**src/core/cpd_pkg.sv**
```systemverilog
/*
  Shared constants and types for the coax pulse-width character deserializer.
  Assumes a single 200 MHz clock from which the 17 MHz logic rate is derived.
*/
package cpd_pkg;

  // ************************************************************
  // Clocking
  // ************************************************************
  localparam int unsigned MCLK_MHZ      = 200;
  localparam int unsigned LOGIC_CLK_MHZ = 17;
  localparam logic [7:0]  TICK_STEP     = 8'(LOGIC_CLK_MHZ);
  localparam logic [7:0]  TICK_WRAP     = 8'(MCLK_MHZ);

  // ************************************************************
  // Line timing, nominal
  // ************************************************************
  localparam int unsigned ZERO_PULSE_NS = 210;
  localparam int unsigned ONE_PULSE_NS  = 630;
  localparam int unsigned SAMPLE_NS     = 420;

  // ************************************************************
  // Delay line and character register
  // ************************************************************
  localparam int unsigned DELAY_STAGES  = 8;
  localparam int unsigned EARLY_TAP     = 6;
  localparam int unsigned LATE_TAP      = 8;
  localparam int unsigned CHAR_BITS     = 13;
  localparam int unsigned START_STAGE   = 12;
  localparam logic [1:0]  STRETCH_TICKS = 2'h2;

  // ************************************************************
  // Buffer writing
  // ************************************************************
  localparam int unsigned BUFFER_CHARS  = 1920;
  localparam int unsigned ADDR_BITS     = 11;
  localparam int unsigned FIFO_DEPTH    = 16;
  localparam int unsigned FIFO_WIDTH    = ADDR_BITS + CHAR_BITS;

  typedef enum logic [1:0] {
    PH_SHIFT   = 2'b00,
    PH_STROBE  = 2'b01,
    PH_STRETCH = 2'b10,
    PH_FINISH  = 2'b11
  } cpd_phase_t;

endpackage

```
**src/core/cpd_stream_if.sv**
```systemverilog
/*
  Valid/ready stream carrier between the deserializer and its write FIFO.
  Assumes both ends run on the same clock.
*/
`timescale 1ns/100ps
`default_nettype none

interface cpd_stream_if #(
  parameter int unsigned WIDTH = 24
);
  logic             valid;
  logic             ready;
  logic [WIDTH-1:0] data;

  modport src (output valid, output data, input ready);
  modport snk (input valid, input data, output ready);
endinterface // cpd_stream_if

`default_nettype wire

```
**src/core/cpd_deserializer.sv**
```systemverilog
/*
  Receive side of the coax link: pulse-width demodulation, clock recovery,
  thirteen-bit character shifting, character-received strobe and buffer writes.
  Assumes an external decoder classifies the held character while the strobe
  is high, and a transmitter that owns the line while xmit_active is high.
*/
// Summary of operation
// Zero is a short high pulse, one a long; sample mid-way after rising edge.
// Rising level enters an eight-stage delay line advanced at 17 MHz.
// Delayed edge sets the sample flop, giving one shift pulse per bit.
// Sample flop active clears the delay line on the next 17 MHz cycle.
// Edge-arm latch clears with the delay line, blocking repeat samples.
// Sample flop stays active for exactly one 17 MHz cycle.
// Start bit at stage twelve raises the strobe; parallel data valid.
// Strobe masked one cycle before and during each shift pulse.
// Data characters stretch the strobe by two further 17 MHz cycles.
// Early tap for twelve bits, late tap once a data character decodes.
// Sender always sends the thirteenth bit as zero.
// Transmit-active suppresses edge detection and clock recovery.
// Poll or Read loads the character to send, then starts transmission.
// Other characters clear the register when the strobe ends.
// After Write, the next 1920 data characters go to successive locations.
// One clock domain, synchronized line, reset clears receive state but sets the edge-arm latch.
`timescale 1ns/100ps
`default_nettype none

module cpd_deserializer
  import cpd_pkg::*;
#(
  parameter int unsigned FIFO_DEPTH_P = FIFO_DEPTH,
  parameter int unsigned BUF_CHARS    = BUFFER_CHARS
)(
  input  wire logic                   mclk,
  input  wire logic                   reset_n,
  input  wire logic                   line_in,
  input  wire logic                   xmit_active,
  input  wire logic                   cmd_data_char,
  input  wire logic                   cmd_poll_read,
  input  wire logic                   cmd_write,
  input  wire logic [CHAR_BITS-1:0]   xmit_char,
  output logic                        char_received,
  output logic [CHAR_BITS-1:0]        char_data,
  output logic                        shift_pulse,
  output logic                        xmit_start,
  output logic                        write_active,
  output logic                        rx_ready,
  output logic                        overrun,
  output logic                        buf_valid,
  input  wire logic                   buf_ready,
  output logic [FIFO_WIDTH-1:0]       buf_data
);

  // ************************************************************
  // State
  // ************************************************************
  typedef struct packed {
    logic                  sync1;
    logic                  sync2;
    logic [7:0]            tick_acc;
    logic                  tick;
    logic                  arm;
    logic                  gate_prev;
    logic                  sample;
    logic                  late_sel;
    logic [CHAR_BITS-1:0]  sr;
    logic [CHAR_BITS-1:0]  held;
    cpd_phase_t            phase;
    logic [1:0]            stretch;
    logic                  saw_data;
    logic                  saw_poll;
    logic                  saw_write;
    logic [ADDR_BITS-1:0]  wr_left;
    logic [ADDR_BITS-1:0]  wr_addr;
    logic                  start;
    logic                  push;
    logic                  ovr;
  } cpd_rx_st_t;

  cpd_rx_st_t              st_q;
  cpd_rx_st_t              st_d;
  logic [DELAY_STAGES-1:0] taps;
  logic                    tap_sel;
  logic                    gate;
  logic                    dl_clear;
  logic                    dl_din;
  logic                    strobe_raw;
  logic                    mask;
  logic [8:0]              acc_sum;

  cpd_stream_if #(.WIDTH(FIFO_WIDTH)) wr_if ();

  // ************************************************************
  // Delay line and write FIFO
  // ************************************************************
  cpd_edge_delay #(
    .STAGES (DELAY_STAGES)
  ) u_edge_delay_shifter (
    .mclk    (mclk),
    .reset_n (reset_n),
    .tick    (st_q.tick),
    .clear   (dl_clear),
    .din     (dl_din),
    .taps    (taps)
  );

  cpd_fifo #(
    .WIDTH (FIFO_WIDTH),
    .DEPTH (FIFO_DEPTH_P)
  ) u_fifo (
    .mclk      (mclk),
    .reset_n   (reset_n),
    .wr        (wr_if.snk),
    .out_valid (buf_valid),
    .out_ready (buf_ready),
    .out_data  (buf_data)
  );

  assign wr_if.valid = st_q.push;
  assign wr_if.data  = {st_q.wr_addr, st_q.held};

  // ************************************************************
  // Clock recovery
  // ************************************************************
  assign acc_sum  = {1'b0, st_q.tick_acc} + {1'b0, TICK_STEP};
  // The line level, not a stored edge, feeds the delay line; the arm latch stops a long one re-entering.
  assign dl_din   = st_q.sync2 & st_q.arm & ~xmit_active;
  // Clearing one tick after the sample flop sets keeps one pulse per bit.
  assign dl_clear = st_q.sample | xmit_active;
  assign tap_sel  = st_q.late_sel ? taps[LATE_TAP-1] : taps[EARLY_TAP-1];
  // One-cycle gate: only a fresh rise of the tap may set the sample flop.
  assign gate     = tap_sel & ~st_q.gate_prev & ~st_q.sample & ~xmit_active;
  assign mask       = gate | st_q.sample;
  assign strobe_raw = st_q.sr[START_STAGE-1] & ~mask;

  assign char_received = (st_q.phase == PH_STROBE) | (st_q.phase == PH_STRETCH);
  assign char_data     = st_q.held;
  assign shift_pulse   = st_q.sample;
  assign xmit_start    = st_q.start;
  assign write_active  = (st_q.wr_left != '0);
  assign rx_ready      = wr_if.ready;
  assign overrun       = st_q.ovr;

  always_comb
  begin
    st_d       = st_q;
    st_d.sync1 = line_in;
    st_d.sync2 = st_q.sync1;
    st_d.start = 1'b0;
    st_d.push  = st_q.push & ~wr_if.ready;
    st_d.ovr   = 1'b0;

    // Fractional divider: 17 ticks in every 200 cycles, spacing 11 or 12 cycles.
    if (acc_sum >= {1'b0, TICK_WRAP})
    begin
      st_d.tick_acc = 8'(acc_sum - {1'b0, TICK_WRAP});
      st_d.tick     = 1'b1;
    end
    else
    begin
      st_d.tick_acc = acc_sum[7:0];
      st_d.tick     = 1'b0;
    end

    if (st_q.tick)
    begin
      st_d.gate_prev = tap_sel;
      // The flop lives one tick, then the line is cleared behind it.
      st_d.sample    = gate;
      if (dl_clear)
        st_d.arm = 1'b0;
      else if (!st_q.sync2)
        st_d.arm = 1'b1;
      // Data is shifted while the line is still high for a one, low for a zero.
      if (st_q.sample)
        st_d.sr = {st_q.sr[CHAR_BITS-2:0], st_q.sync2};
    end

    // ************************************************************
    // Strobe sequencing
    // ************************************************************
    unique case (st_q.phase)
      PH_SHIFT:
      begin
        if (strobe_raw)
        begin
          st_d.phase     = PH_STROBE;
          st_d.held      = st_q.sr;
          st_d.saw_data  = 1'b0;
          st_d.saw_poll  = 1'b0;
          st_d.saw_write = 1'b0;
        end
      end
      PH_STROBE:
      begin
        st_d.saw_data  = st_q.saw_data | cmd_data_char;
        st_d.saw_poll  = st_q.saw_poll | cmd_poll_read;
        st_d.saw_write = st_q.saw_write | cmd_write;
        if (cmd_data_char)
          st_d.late_sel = 1'b1;
        if (!strobe_raw)
        begin
          if (st_q.saw_data)
          begin
            st_d.phase   = PH_STRETCH;
            st_d.stretch = STRETCH_TICKS;
            if (write_active)
            begin
              // A full FIFO drops the character and reports it; the line cannot be stalled.
              st_d.push = wr_if.ready;
              st_d.ovr  = ~wr_if.ready;
            end
          end
          else
            st_d.phase = PH_FINISH;
        end
      end
      PH_STRETCH:
      begin
        if (st_q.tick)
        begin
          if (st_q.stretch == 2'h1)
            st_d.phase = PH_FINISH;
          st_d.stretch = st_q.stretch - 2'h1;
        end
      end
      PH_FINISH:
      begin
        st_d.phase    = PH_SHIFT;
        st_d.late_sel = 1'b0;
        if (st_q.saw_poll)
        begin
          st_d.sr    = xmit_char;
          st_d.start = 1'b1;
        end
        else
          st_d.sr = '0;
        if (st_q.saw_write)
        begin
          st_d.wr_left = ADDR_BITS'(BUF_CHARS);
          st_d.wr_addr = '0;
        end
      end
    endcase

    // Count drops once per character offered, written or dropped; address advances only per character written.
    if ((st_q.phase == PH_STROBE) && !strobe_raw && st_q.saw_data && write_active)
    begin
      st_d.wr_left = st_q.wr_left - 1'b1;
    end
    if (st_q.push && wr_if.ready)
      st_d.wr_addr = st_q.wr_addr + 1'b1;
  end

  always_ff @(posedge mclk or negedge reset_n)
  begin
    if (!reset_n)
    begin
      st_q       <= '0;
      st_q.arm   <= 1'b1;
      st_q.phase <= PH_SHIFT;
    end
    else
      st_q <= st_d;
  end

endmodule // cpd_deserializer

`default_nettype wire

```
**src/core/cpd_edge_delay.sv**
```systemverilog
/*
  Tapped delay shift register that carries a line level forward at the 17 MHz rate.
  Assumes the caller supplies the 17 MHz tick and the clear.
*/
`timescale 1ns/100ps
`default_nettype none

module cpd_edge_delay
  import cpd_pkg::*;
#(
  parameter int unsigned STAGES = DELAY_STAGES
)(
  input  wire logic              mclk,
  input  wire logic              reset_n,
  input  wire logic              tick,
  input  wire logic              clear,
  input  wire logic              din,
  output logic [STAGES-1:0]      taps
);
  typedef struct packed {
    logic [STAGES-1:0] stages;
  } cpd_delay_st_t;

  cpd_delay_st_t st_q;
  cpd_delay_st_t st_d;

  assign taps = st_q.stages;

  always_comb
  begin
    st_d = st_q;
    if (tick)
    begin
      if (clear)
        st_d.stages = '0;
      else
        st_d.stages = {st_q.stages[STAGES-2:0], din};
    end
  end

  always_ff @(posedge mclk or negedge reset_n)
  begin
    if (!reset_n)
      st_q <= '0;
    else
      st_q <= st_d;
  end
endmodule // cpd_edge_delay

`default_nettype wire

```
**src/core/cpd_fifo.sv**
```systemverilog
/*
  Synchronous FIFO holding received data characters with their buffer address.
  Assumes one clock; full and empty are exact.
*/
`timescale 1ns/100ps
`default_nettype none

module cpd_fifo
  import cpd_pkg::*;
#(
  parameter int unsigned WIDTH = FIFO_WIDTH,
  parameter int unsigned DEPTH = FIFO_DEPTH
)(
  input  wire logic             mclk,
  input  wire logic             reset_n,
  cpd_stream_if.snk             wr,
  output logic                  out_valid,
  input  wire logic             out_ready,
  output logic [WIDTH-1:0]      out_data
);
  localparam int unsigned AW = $clog2(DEPTH);

  typedef struct packed {
    logic [AW-1:0] wp;
    logic [AW-1:0] rp;
    logic [AW:0]   cnt;
  } cpd_fifo_st_t;

  cpd_fifo_st_t     st_q;
  cpd_fifo_st_t     st_d;
  logic [WIDTH-1:0] mem [DEPTH];
  logic             push;
  logic             pop;

  assign wr.ready  = (st_q.cnt != (AW+1)'(DEPTH));
  assign out_valid = (st_q.cnt != '0);
  assign out_data  = mem[st_q.rp];
  assign push      = wr.valid & wr.ready;
  assign pop       = out_valid & out_ready;

  always_comb
  begin
    st_d = st_q;
    if (push)
      st_d.wp = st_q.wp + 1'b1;
    if (pop)
      st_d.rp = st_q.rp + 1'b1;
    st_d.cnt = st_q.cnt + (AW+1)'(push) - (AW+1)'(pop);
  end

  always_ff @(posedge mclk or negedge reset_n)
  begin
    if (!reset_n)
      st_q <= '0;
    else
      st_q <= st_d;
  end

  // Storage has no reset; the counters alone decide what is valid.
  always_ff @(posedge mclk)
  begin
    if (push)
      mem[st_q.wp] <= wr.data;
  end
endmodule // cpd_fifo

`default_nettype wire

```
**config.mk**
```make
export PLATFORM = sky130hd
export DESIGN_NAME = cpd_deserializer
export DESIGN_NICKNAME = d
export VERILOG_FILES = /design/src/core/cpd_pkg.sv /design/src/core/cpd_stream_if.sv /design/src/core/cpd_deserializer.sv /design/src/core/cpd_edge_delay.sv /design/src/core/cpd_fifo.sv
export SDC_FILE = /design/constraint.sdc
export NUM_CORES = 1
export LEC_CHECK = 0
export BUFFER_PORTS_ARGS = -buffer_cell sky130_fd_sc_hd__clkbuf_2
export CORE_ASPECT_RATIO = 1.25
export CORE_MARGIN = 2
export CORE_UTILIZATION = 45
export CTS_BUF_LIST = sky130_fd_sc_hd__clkbuf_2 sky130_fd_sc_hd__clkbuf_4 sky130_fd_sc_hd__clkbuf_8
export DETAILED_ROUTE_END_ITERATION = 8
export SLEW_MARGIN = 40
export SYNTH_ARGS = -nofsm -noshare
export SYNTH_HDL_FRONTEND = slang
export SYNTH_SLANG_ARGS = --single-unit
```
**constraint.sdc**
```tcl
create_clock -name mclk -period 3.95 [get_ports mclk]
set_input_delay 0.395 -clock mclk [delete_from_list [all_inputs] [get_ports mclk]]
set_output_delay 0.395 -clock mclk [all_outputs]
set_load 0.05 [all_outputs]
```
==> run summary, run 1 <==
CP bufs+invs = 2
Fin crit period = 3.501 ns
Placer Congestion = 0.7819
Critical path data arrival time = 3.11 ns
GRT overflow = 0
Mean routed wirelength per cell = 23.39 um
Mapped Cells = 1,055
RSZ-0062 raised after global routing = false
Kind of cell adding the most delay to the critical path = multiplexers
CTS Root Cell = clkbuf_8
Most frequent CP cell = mux4_2
Fillers = 3,427
Slew at the pin closest to its max-slew limit = 0.8527 ns
Antenna violations before repair = 1
Clock transition at path regs = 0.06 ns
IO buf count = 64
Wl on met1 = 17,120 um
Slew Limit Fails = 0
Slowest-stage cell, CP = dfrtp_4
ANT nets after route = 0
First-pass GRT wire length = 63,500 um
Hold Fails Final Rpt = 0
Share of cells above drive strength 1 = 30.63%
Total chip power = 15.31 mW
Worst-skew pair later-pin latency = 0.63 ns
Setup bufs post-CTS = 0
Syn Area/Cell = 18.44 um2
Setup Skew = 0.02864 ns
Top cells by area, synth = edfxtp_1, mux4_2, dfrtp_1
Setup_tns = 0 ns
Req. time, crit path = 3.56 ns
TritonCTS buffer count = 74
Placed instance count = 1,654
Setup CP Type = reg2out
Vert. Die Dim = 236.5 um
#FFs+latches synth = 478
Final core occ = 51.37%
PostCTS Resize Cnt = 0
Starting Density = 45.39%
1st-iter DRT viols = 886
Worst R2R Path Depth = 9
Cell area after synthesis = 19,460 um2
Commonest cells post-synth = edfxtp_1, mux4_2, dfrtp_1
Critical path endpoint = buf_data[15]
Critical R2R Capture = st_q[69]
Area delta synth->final = 13.17%
DR vias/cell = 5.579
Crit start category = flip-flop
Hold path cells = 3
Top-count cell post-synth = edfxtp_1
DRT Wirelength = 41,810 um
Hold WC Path Type = in2reg
Sequential area share after synthesis = 71.36%
HPWL Detailed = 24,780 um
Reg2Reg Setup Slack = 0.81 ns
Cell accounting for the most synthesized area = edfxtp_1
Critical path, cell by cell = buf_4 -> mux4_2 -> mux4_2 -> clkbuf_2
Core Rows = 85
Worst r2r src = st_q[63]
Hold Buf Count CTS = 4
CTS tree = built
Crit. Startpoint = u_fifo.st_q[6]
Chip width = 190.0 um
Synth cell types = 72
VDD IR max = 0.0005439 V
Setup-failing EPs final = 0
Status = finished clean
LEAKAGE = 7.608 nW
Max incr delay on CP = 0.84 ns
Final period util = 88.62%
Met2 WL = 21,500 um
Slew headroom = 43.01%
Top Metal Used = met4
Post-synth EDFFs = 384
Synthesized Nets = 1,100
Vias in the first global route = 10,330
Io pins = 65
Largest net degree at the start of global routing = 75
Fin nets = 1,214
H-tree depth = 3
Yosys top cell area share = 59.27%
Ys flop type = edfxtp_1
Yosys warning total = 0
Fmax = 0.2857 GHz
Crit-path max FO = 40
Clock sink count = 478
Die ar. = 44,930 um2
GRT Total Usage = 19.29%
Pwr dens = 695.3 nW/um2
Maximum root-to-sink buffer count = 3
Async SR Flop Fraction = 19.67%
Metal3 WL = 2142 um
Finished Layout Cells = 1,787
Max Cap Viol = 0
Critical Path Stages = 4
DRC violation count after routing = 0
Detailed-router iteration count before antenna repair = 5
Core area = 42,860 um2
Crit end category = output pin
Routed via count = 9,969
logic make-up after synthesis:
kind of cell,Yosys count,synth area share [%]
buf+inv,99,2.437
compound gates,127,4.122
fa+ha+maj,24,1.582
mux,140,15.01
flops,478,71.36
simple gates,169,4.675
xor+xnor,18,0.8103
final cells by class:
type	instances	area (um2)	area share (%)
timing repair buffer	105	757.0	3.438
clock buffer	109	1313	5.961
antenna	1	2.502	0.01136
multi-input combinational	478	5111	23.21
clock inverter	19	113.9	0.5171
sequential	478	13890	63.10
inverter	32	120.1	0.5455
tap	565	706.9	3.211
placed cells by master, fill, tap and decap left out, types with 4 or more instances in the layout:
cell type	count
ha_1	22
clkbuf_4	30
edfxtp_1	384
clkbuf_8	79
a31oi_1	5
dlygate4sd3_1	4
clkinv_2	4
o21ai_0	54
o31ai_1	4
mux2_2	14
a21oi_1	27
and2_1	18
nand4_1	6
inv_1	32
clkbuf_2	63
nor3_1	11
a31o_2	4
dfrtp_1	89
clkinv_1	11
and4_1	5
xor2_1	6
mux4_2	120
xnor2_1	12
nand3_1	19
buf_4	28
mux2i_1	6
nor2_1	29
nor2b_1	13
buf_12	9
nand2_1	47
metrics by stage:
step	worst slack (ns)	area, um2	hold WS, ns
final	0.4494	22020	0.06132
after global routing	0.3331	22020	0.04695
after CTS	0.3672	22010	0.007092
after detailed placement	0.8306	20550	0.3379
after global placement	0.9349	20530	0.3463
after floorplan	0.8031	19460	0.09941
metal layers:
metal | vias up | track usage, %
li1 | 4409 | -
met1 | 5234 | 24.75
met2 | 265 | 32.73
met3 | 61 | 3.527
met4 | 0 | 7.447
met5 | - | 0
worst min-delay path by stage:
| stage | from | slack (ns) | end |
|---|---|---|---|
| after floorplan | reset_n | 0.1 | char_data[0] |
| after global placement | st_d[71] | 0.35 | st_q[71] |
| after detailed placement | st_d[71] | 0.34 | st_q[71] |
| after CTS | cmd_write | 0.007 | st_q[25] |
| after global routing | cmd_write | 0.05 | st_q[25] |
| final | cmd_write | 0.06 | st_q[25] |
worst reg2reg max path: cells and delay by family, from the launching register on:
kind | cells | cell delay (ns)
AOI/OAI and AO/OA | 2 | 0.62
xor gates and xnor gates | 1 | 0.25
adders and majority gates | 2 | 0.69
buffers and inverters | 1 | 0.08
DFF | 1 | 0.55
and+or+nand+nor | 3 | 0.83
report_power, final:
part	switching [mW]	internal [mW]
Clock	1.82	2.18
Combinational	2.66	1.82
Sequential	0.736	6.09
registers in the layout, indices dropped and copies added, names as in the netlist, 8 cells and up:
signal	count
u_edge_delay_shifter.taps	8
st_q	55
char_data	13
u_fifo.mem	384
u_fifo.st_q	13
No activity file was read; power rests on OpenSTA's default activity.
==> inputs of run 2 (changes only) <==
CORE_MARGIN = 8   (was 2)
==> run 2 against run 1 <==
Effect of this change: sequential power grew 0.6%; global-route usage is 2.5 points lower; non-clock buffer count down 1; total power increased by 2.5%; combinational power about the same; clock-buffer cell count increased by 4; maximum frequency increased by 0.81%; worst hold slack improved by 0.021 ns; clock skew rose by 0.0069 ns; final cell count grew 0.39%.
==> run summary, run 2 (synthesis results as in run 1) <==
HPWL Detailed = 24,980 um
Hold WC Path Type = in2reg
Final period util = 87.91%
Slew Limit Fails = 0
TritonCTS buffer count = 76
Req. time, crit path = 3.56 ns
1st-iter DRT viols = 597
LEAKAGE = 7.697 nW
IO buf count = 64
RSZ-0062 raised after global routing = false
Critical path, cell by cell = buf_12 -> mux4_2 -> mux4_2 -> clkbuf_2
Fin Hold WS = 0.08233 ns
Worst-skew pair later-pin latency = 0.62 ns
Slew at the pin closest to its max-slew limit = 0.8241 ns
Crit. Startpoint = u_fifo.st_q[5]
Mean routed wirelength per cell = 23.41 um
CTS Root Cell = clkbuf_8
Antenna violations before repair = 0
Fin crit period = 3.473 ns
Starting Density = 45.39%
Total chip power = 15.70 mW
Worst r2r src = st_q[64]
Max Cap Viol = 0
Setup bufs post-CTS = 0
GRT Total Usage = 16.75%
Placed instance count = 1,654
Kind of cell adding the most delay to the critical path = multiplexers
Setup_tns = 0 ns
Final WS setup = 0.4775 ns
Fmax = 0.2880 GHz
CTS tree = built
Critical path endpoint = buf_data[14]
First-pass GRT wire length = 64,230 um
DRT Wirelength = 42,000 um
Most frequent CP cell = mux4_2
Commonest non-fill, non-tap cells in the layout = edfxtp_1, mux4_2, dfrtp_1, clkbuf_8, clkbuf_2
H-tree depth = 3
Setup-failing EPs final = 0
Commonest non-fill, non-tap cell in the layout = edfxtp_1
CP bufs+invs = 2
Hold Fails Final Rpt = 0
Io pins = 65
Setup CP Type = reg2out
Pre-CTS setup slack = 0.8731 ns
Maximum root-to-sink buffer count = 3
Slew headroom = 45.06%
Clock transition at path regs = 0.06 ns
Crit-path max FO = 29
Setup Skew = 0.03555 ns
Fin nets = 1,215
Detailed-router iteration count before antenna repair = 5
Routed via count = 9,988
Chip width = 202.0 um
# diodes = 0
Finished Layout Cells = 1,794
Largest regs = u_fifo.mem: 384 flops, st_q: 55 flops
Status = finished clean
Largest net degree at the start of global routing = 35
Die ar. = 50,190 um2
Worst R2R Path Depth = 9
DR vias/cell = 5.567
Critical Path Stages = 4
VDD IR max = 0.0005288 V
Clock sink count = 478
Crit start category = flip-flop
Biggest register = u_fifo.mem
Max incr delay on CP = 0.75 ns
Largest register FFs = 384
Crit end category = output pin
DRC violation count after routing = 0
Critical R2R Capture = st_q[69]
Pwr dens = 707.7 nW/um2
Slowest-stage cell, CP = dfrtp_4
Placer Congestion = 0.7587
Share of cells above drive strength 1 = 31.33%
Critical path data arrival time = 3.08 ns
Vert. Die Dim = 248.5 um
Reg2Reg Setup Slack = 0.83 ns
Vias in the first global route = 10,460
ANT nets after route = 0
Core area = 42,860 um2
Area delta synth->final = 13.99%
GRT overflow = 0
Core Rows = 85
## run 2: where the power goes
group / internal [mW] / switching [mW] / leakage [nW]
combinational: 1.84 / 2.65 / 2.22
sequential: 6.09 / 0.778 / 4.64
clock: 2.44 / 1.90 / 0.839
## run 2: how the worst min path moves through the flow
stage,depth (start not counted),end,startpoint,slack (ns)
final,3,st_q[57],xmit_char[12],0.08
after global routing,3,st_q[25],cmd_write,0.06
after CTS,3,st_q[57],xmit_char[12],0.02
after detailed placement,0,st_q[71],st_d[71],0.37
after global placement,0,st_q[71],st_d[71],0.37
after floorplan,0,char_data[0],reset_n,0.1
## run 2: layout make-up
type	count	area (um2)
Clock buffer	113	1380
Clock inverter	24	198.9
Fill cell	3456	20680
Sequential cell	478	13900
Multi-Input combinational cell	478	5109
Timing Repair Buffer	104	768.2
Tap cell	565	706.9
Inverter	32	120.1
## run 2: repair_timing
item / 4_1_cts / 5_1_grt
gates resized for setup: 0 / 0
hold endpoints to repair: 33 / 0
hold buffers: 3 / 0
## run 2: metal layers
metal	routed length (um)	global-route usage (%)	vias up
met2	21730	28.57	245
met1	17310	21.09	5249
met5	0	0	-
met4	844	5.559	0
li1	-	-	4425
met3	2110	3.486	69
## run 2: worst reg2reg max path, stage by stage, from the launching register on
cell     delay (ns)
dfrtp_1        0.54
ha_1           0.40
nand3_1        0.24
xnor2_1        0.26
ha_1           0.30
inv_1          0.08
or3_1          0.34
a41o_1         0.29
or2_0          0.24
a221o_1        0.31
## run 2: metrics by stage
| stage | util (%) | cell area, um2 |
|---|---|---|
| final | 51.75 | 22180 |
| after global routing | 51.75 | 22180 |
| after CTS | 51.74 | 22180 |
| after detailed placement | 47.99 | 20570 |
| after global placement | 47.97 | 20560 |
| after floorplan | - | 19460 |
==> inputs of run 3 (changes only) <==
CORE_UTILIZATION = 64   (was 45)
GPL_TIMING_DRIVEN = 0   (was not set)
PLACE_DENSITY = 0.82   (was not set)
SLEW_MARGIN = 20   (was 40)
==> run 3 against run 2 <==
Effect of this change: register-to-register slack got worse by 0.13 ns; worst hold slack got worse by 0.019 ns; largest cell class unchanged; critical path type unchanged; global-route usage increased by 7.5 points; clock-buffer cell count decreased by 6; non-clock buffer count increased by 46; final cell count decreased by 7.0%; utilization increased by 22 points; sequential share of layout area decreased by 0.24 points.
==> run summary, run 3 (synthesis results as in run 1) <==
Share of cells above drive strength 1 = 31.97%
H-tree depth = 3
Chip width = 172.0 um
Largest net degree at the start of global routing = 51
Pre-CTS setup slack = 0.5081 ns
Worst-skew pair later-pin latency = 0.60 ns
Crit start category = flip-flop
Final period util = 96.00%
Final WS setup = 0.1579 ns
Slowest-stage cell, CP = clkbuf_1
Detailed-router iteration count before antenna repair = 5
Setup_tns = 0 ns
HPWL Detailed = 26,880 um
First-pass GRT wire length = 64,430 um
CTS tree = built
Commonest non-fill, non-tap cell in the layout = edfxtp_1
Slew Limit Fails = 0
Vert. Die Dim = 210.9 um
Fmax = 0.2637 GHz
CTS Root Cell = clkbuf_8
Fin crit period = 3.792 ns
Status = finished clean
Kind of cell adding the most delay to the critical path = buffers and inverters
Critical path data arrival time = 3.40 ns
Cell area after layout = 22,250 um2
Setup bufs post-CTS = 0
Max Cap Viol = 0
Biggest register = u_fifo.mem
Setup Skew = 0.02311 ns
Largest regs = u_fifo.mem: 384 flops, st_q: 55 flops
DR vias/cell = 6.338
Met2 WL = 22,380 um
Pwr dens = 704.9 nW/um2
LEAKAGE = 7.820 nW
Starting Density = 64.80%
Comb power frac = 31.4%
GRT Total Usage = 24.21%
VDD IR max = 0.0005450 V
# diodes = 0
Antenna violations before repair = 0
Largest register FFs = 384
Clock sink count = 478
Req. time, crit path = 3.56 ns
CP bufs+invs = 4
Wl on met1 = 15,910 um
Maximum root-to-sink buffer count = 3
Hold WC Path Type = in2reg
Mean routed wirelength per cell = 25.55 um
Metal3 WL = 3172 um
Slew at the pin closest to its max-slew limit = 0.9661 ns
Clock transition at path regs = 0.07 ns
Clock Power Share = 26.5%
RSZ-0062 raised after global routing = false
Hold Fails Final Rpt = 0
Total chip power = 15.68 mW
1st-iter DRT viols = 1,189
Fillers = 1,684
Top Metal Used = met4
Io pins = 65
Placer Congestion = 0.7968
Crit-path max FO = 10
Die ar. = 36,270 um2
Critical path, cell by cell = buf_2 -> clkbuf_1 -> clkbuf_2 -> mux4_2 -> mux4_2 -> clkbuf_2
Final core occ = 74.09%
Setup CP Type = reg2out
Max incr delay on CP = 0.61 ns
ANT nets after route = 0
DRC violation count after routing = 0
Commonest non-fill, non-tap cells in the layout = edfxtp_1, mux4_2, dfrtp_1, clkbuf_8, clkbuf_2
Routed via count = 10,570
Slew headroom = 35.59%
Internal power = 10.33 mW
Placement-stage cell area = 20,710 um2
TritonCTS buffer count = 71
Vias in the first global route = 11,050
IO buf count = 64
Switch Pwr = 5.355 mW
Flop pwr share = 42.2%
Core Rows = 71
Area delta synth->final = 14.35%
Sw Share = 34.15%
DRT Wirelength = 42,620 um
Crit end category = output pin
GRT overflow = 0
Fin nets = 1,256
Core area = 30,030 um2
Setup-failing EPs final = 0
-- run 3: path summary, 6_finish.rpt --
path | to | depth (start not counted) | start | slack, ns
max | buf_data[12] | 6 | u_fifo.st_q[6] | 0.16
max in group asynchronous | u_fifo.st_q[12] | 3 | reset_n | 3.02
min | st_q[26] | 3 | cmd_poll_read | 0.06
min in group asynchronous | st_q[68] | 2 | reset_n | 0.32
min reg2reg | st_q[71] | 0 | st_d[71] | 0.35
max reg2reg | u_fifo.st_q[4] | 13 | u_fifo.st_q[2] | 0.70
-- run 3: power groups by stage --
stage | combinational [mW] | clock, mW | sequential [mW]
CTS | 4.98 | 4.20 | 6.60
floorplan | 3.77 | 0 | 6.50
global route | 5.23 | 4.41 | 6.67
finish | 4.92 | 4.15 | 6.62
global placement | 4.81 | 0 | 6.65
detailed placement | 4.95 | 0 | 6.70
-- run 3: per-stage QoR --
stage / instances / hold slack [ns]
detailed placement: 1537 / 0.3395
CTS: 1668 / 0.03376
global route: 1668 / 0.05997
finish: 1668 / 0.06307
global placement: 1520 / 0.3351
floorplan: 1055 / 0.09941
-- run 3: per-layer routing --
metal	track usage, %	vias up
li1	-	4498
met1	30.25	5494
met2	41.44	492
met3	5.049	88
met4	8.636	0
met5	0	-
-- run 3: layout make-up --
cell class	instances	area (um2)	area share, %
Clock inverter	22	180.2	0.8099
Buffer	67	357.8	1.608
Inverter	32	120.1	0.5399
Clock buffer	107	1329	5.973
Multi-Input combinational cell	478	5117	23.00
Timing Repair Buffer	83	757.0	3.403
Sequential cell	478	13880	62.41
Tap cell	401	501.7	2.255
-- run 3: worst min-delay path: stages --
cell and delay, ns:
clkbuf_2 0.09, a21oi_1 0.05, nor2_1 0.09
-- run 3: what timing repair did --
item	4_1_cts	5_1_grt
hold buffers	2	0
hold endpoints to repair	49	0
gates resized for setup	2	0
endpoints found under the setup margin	14	0
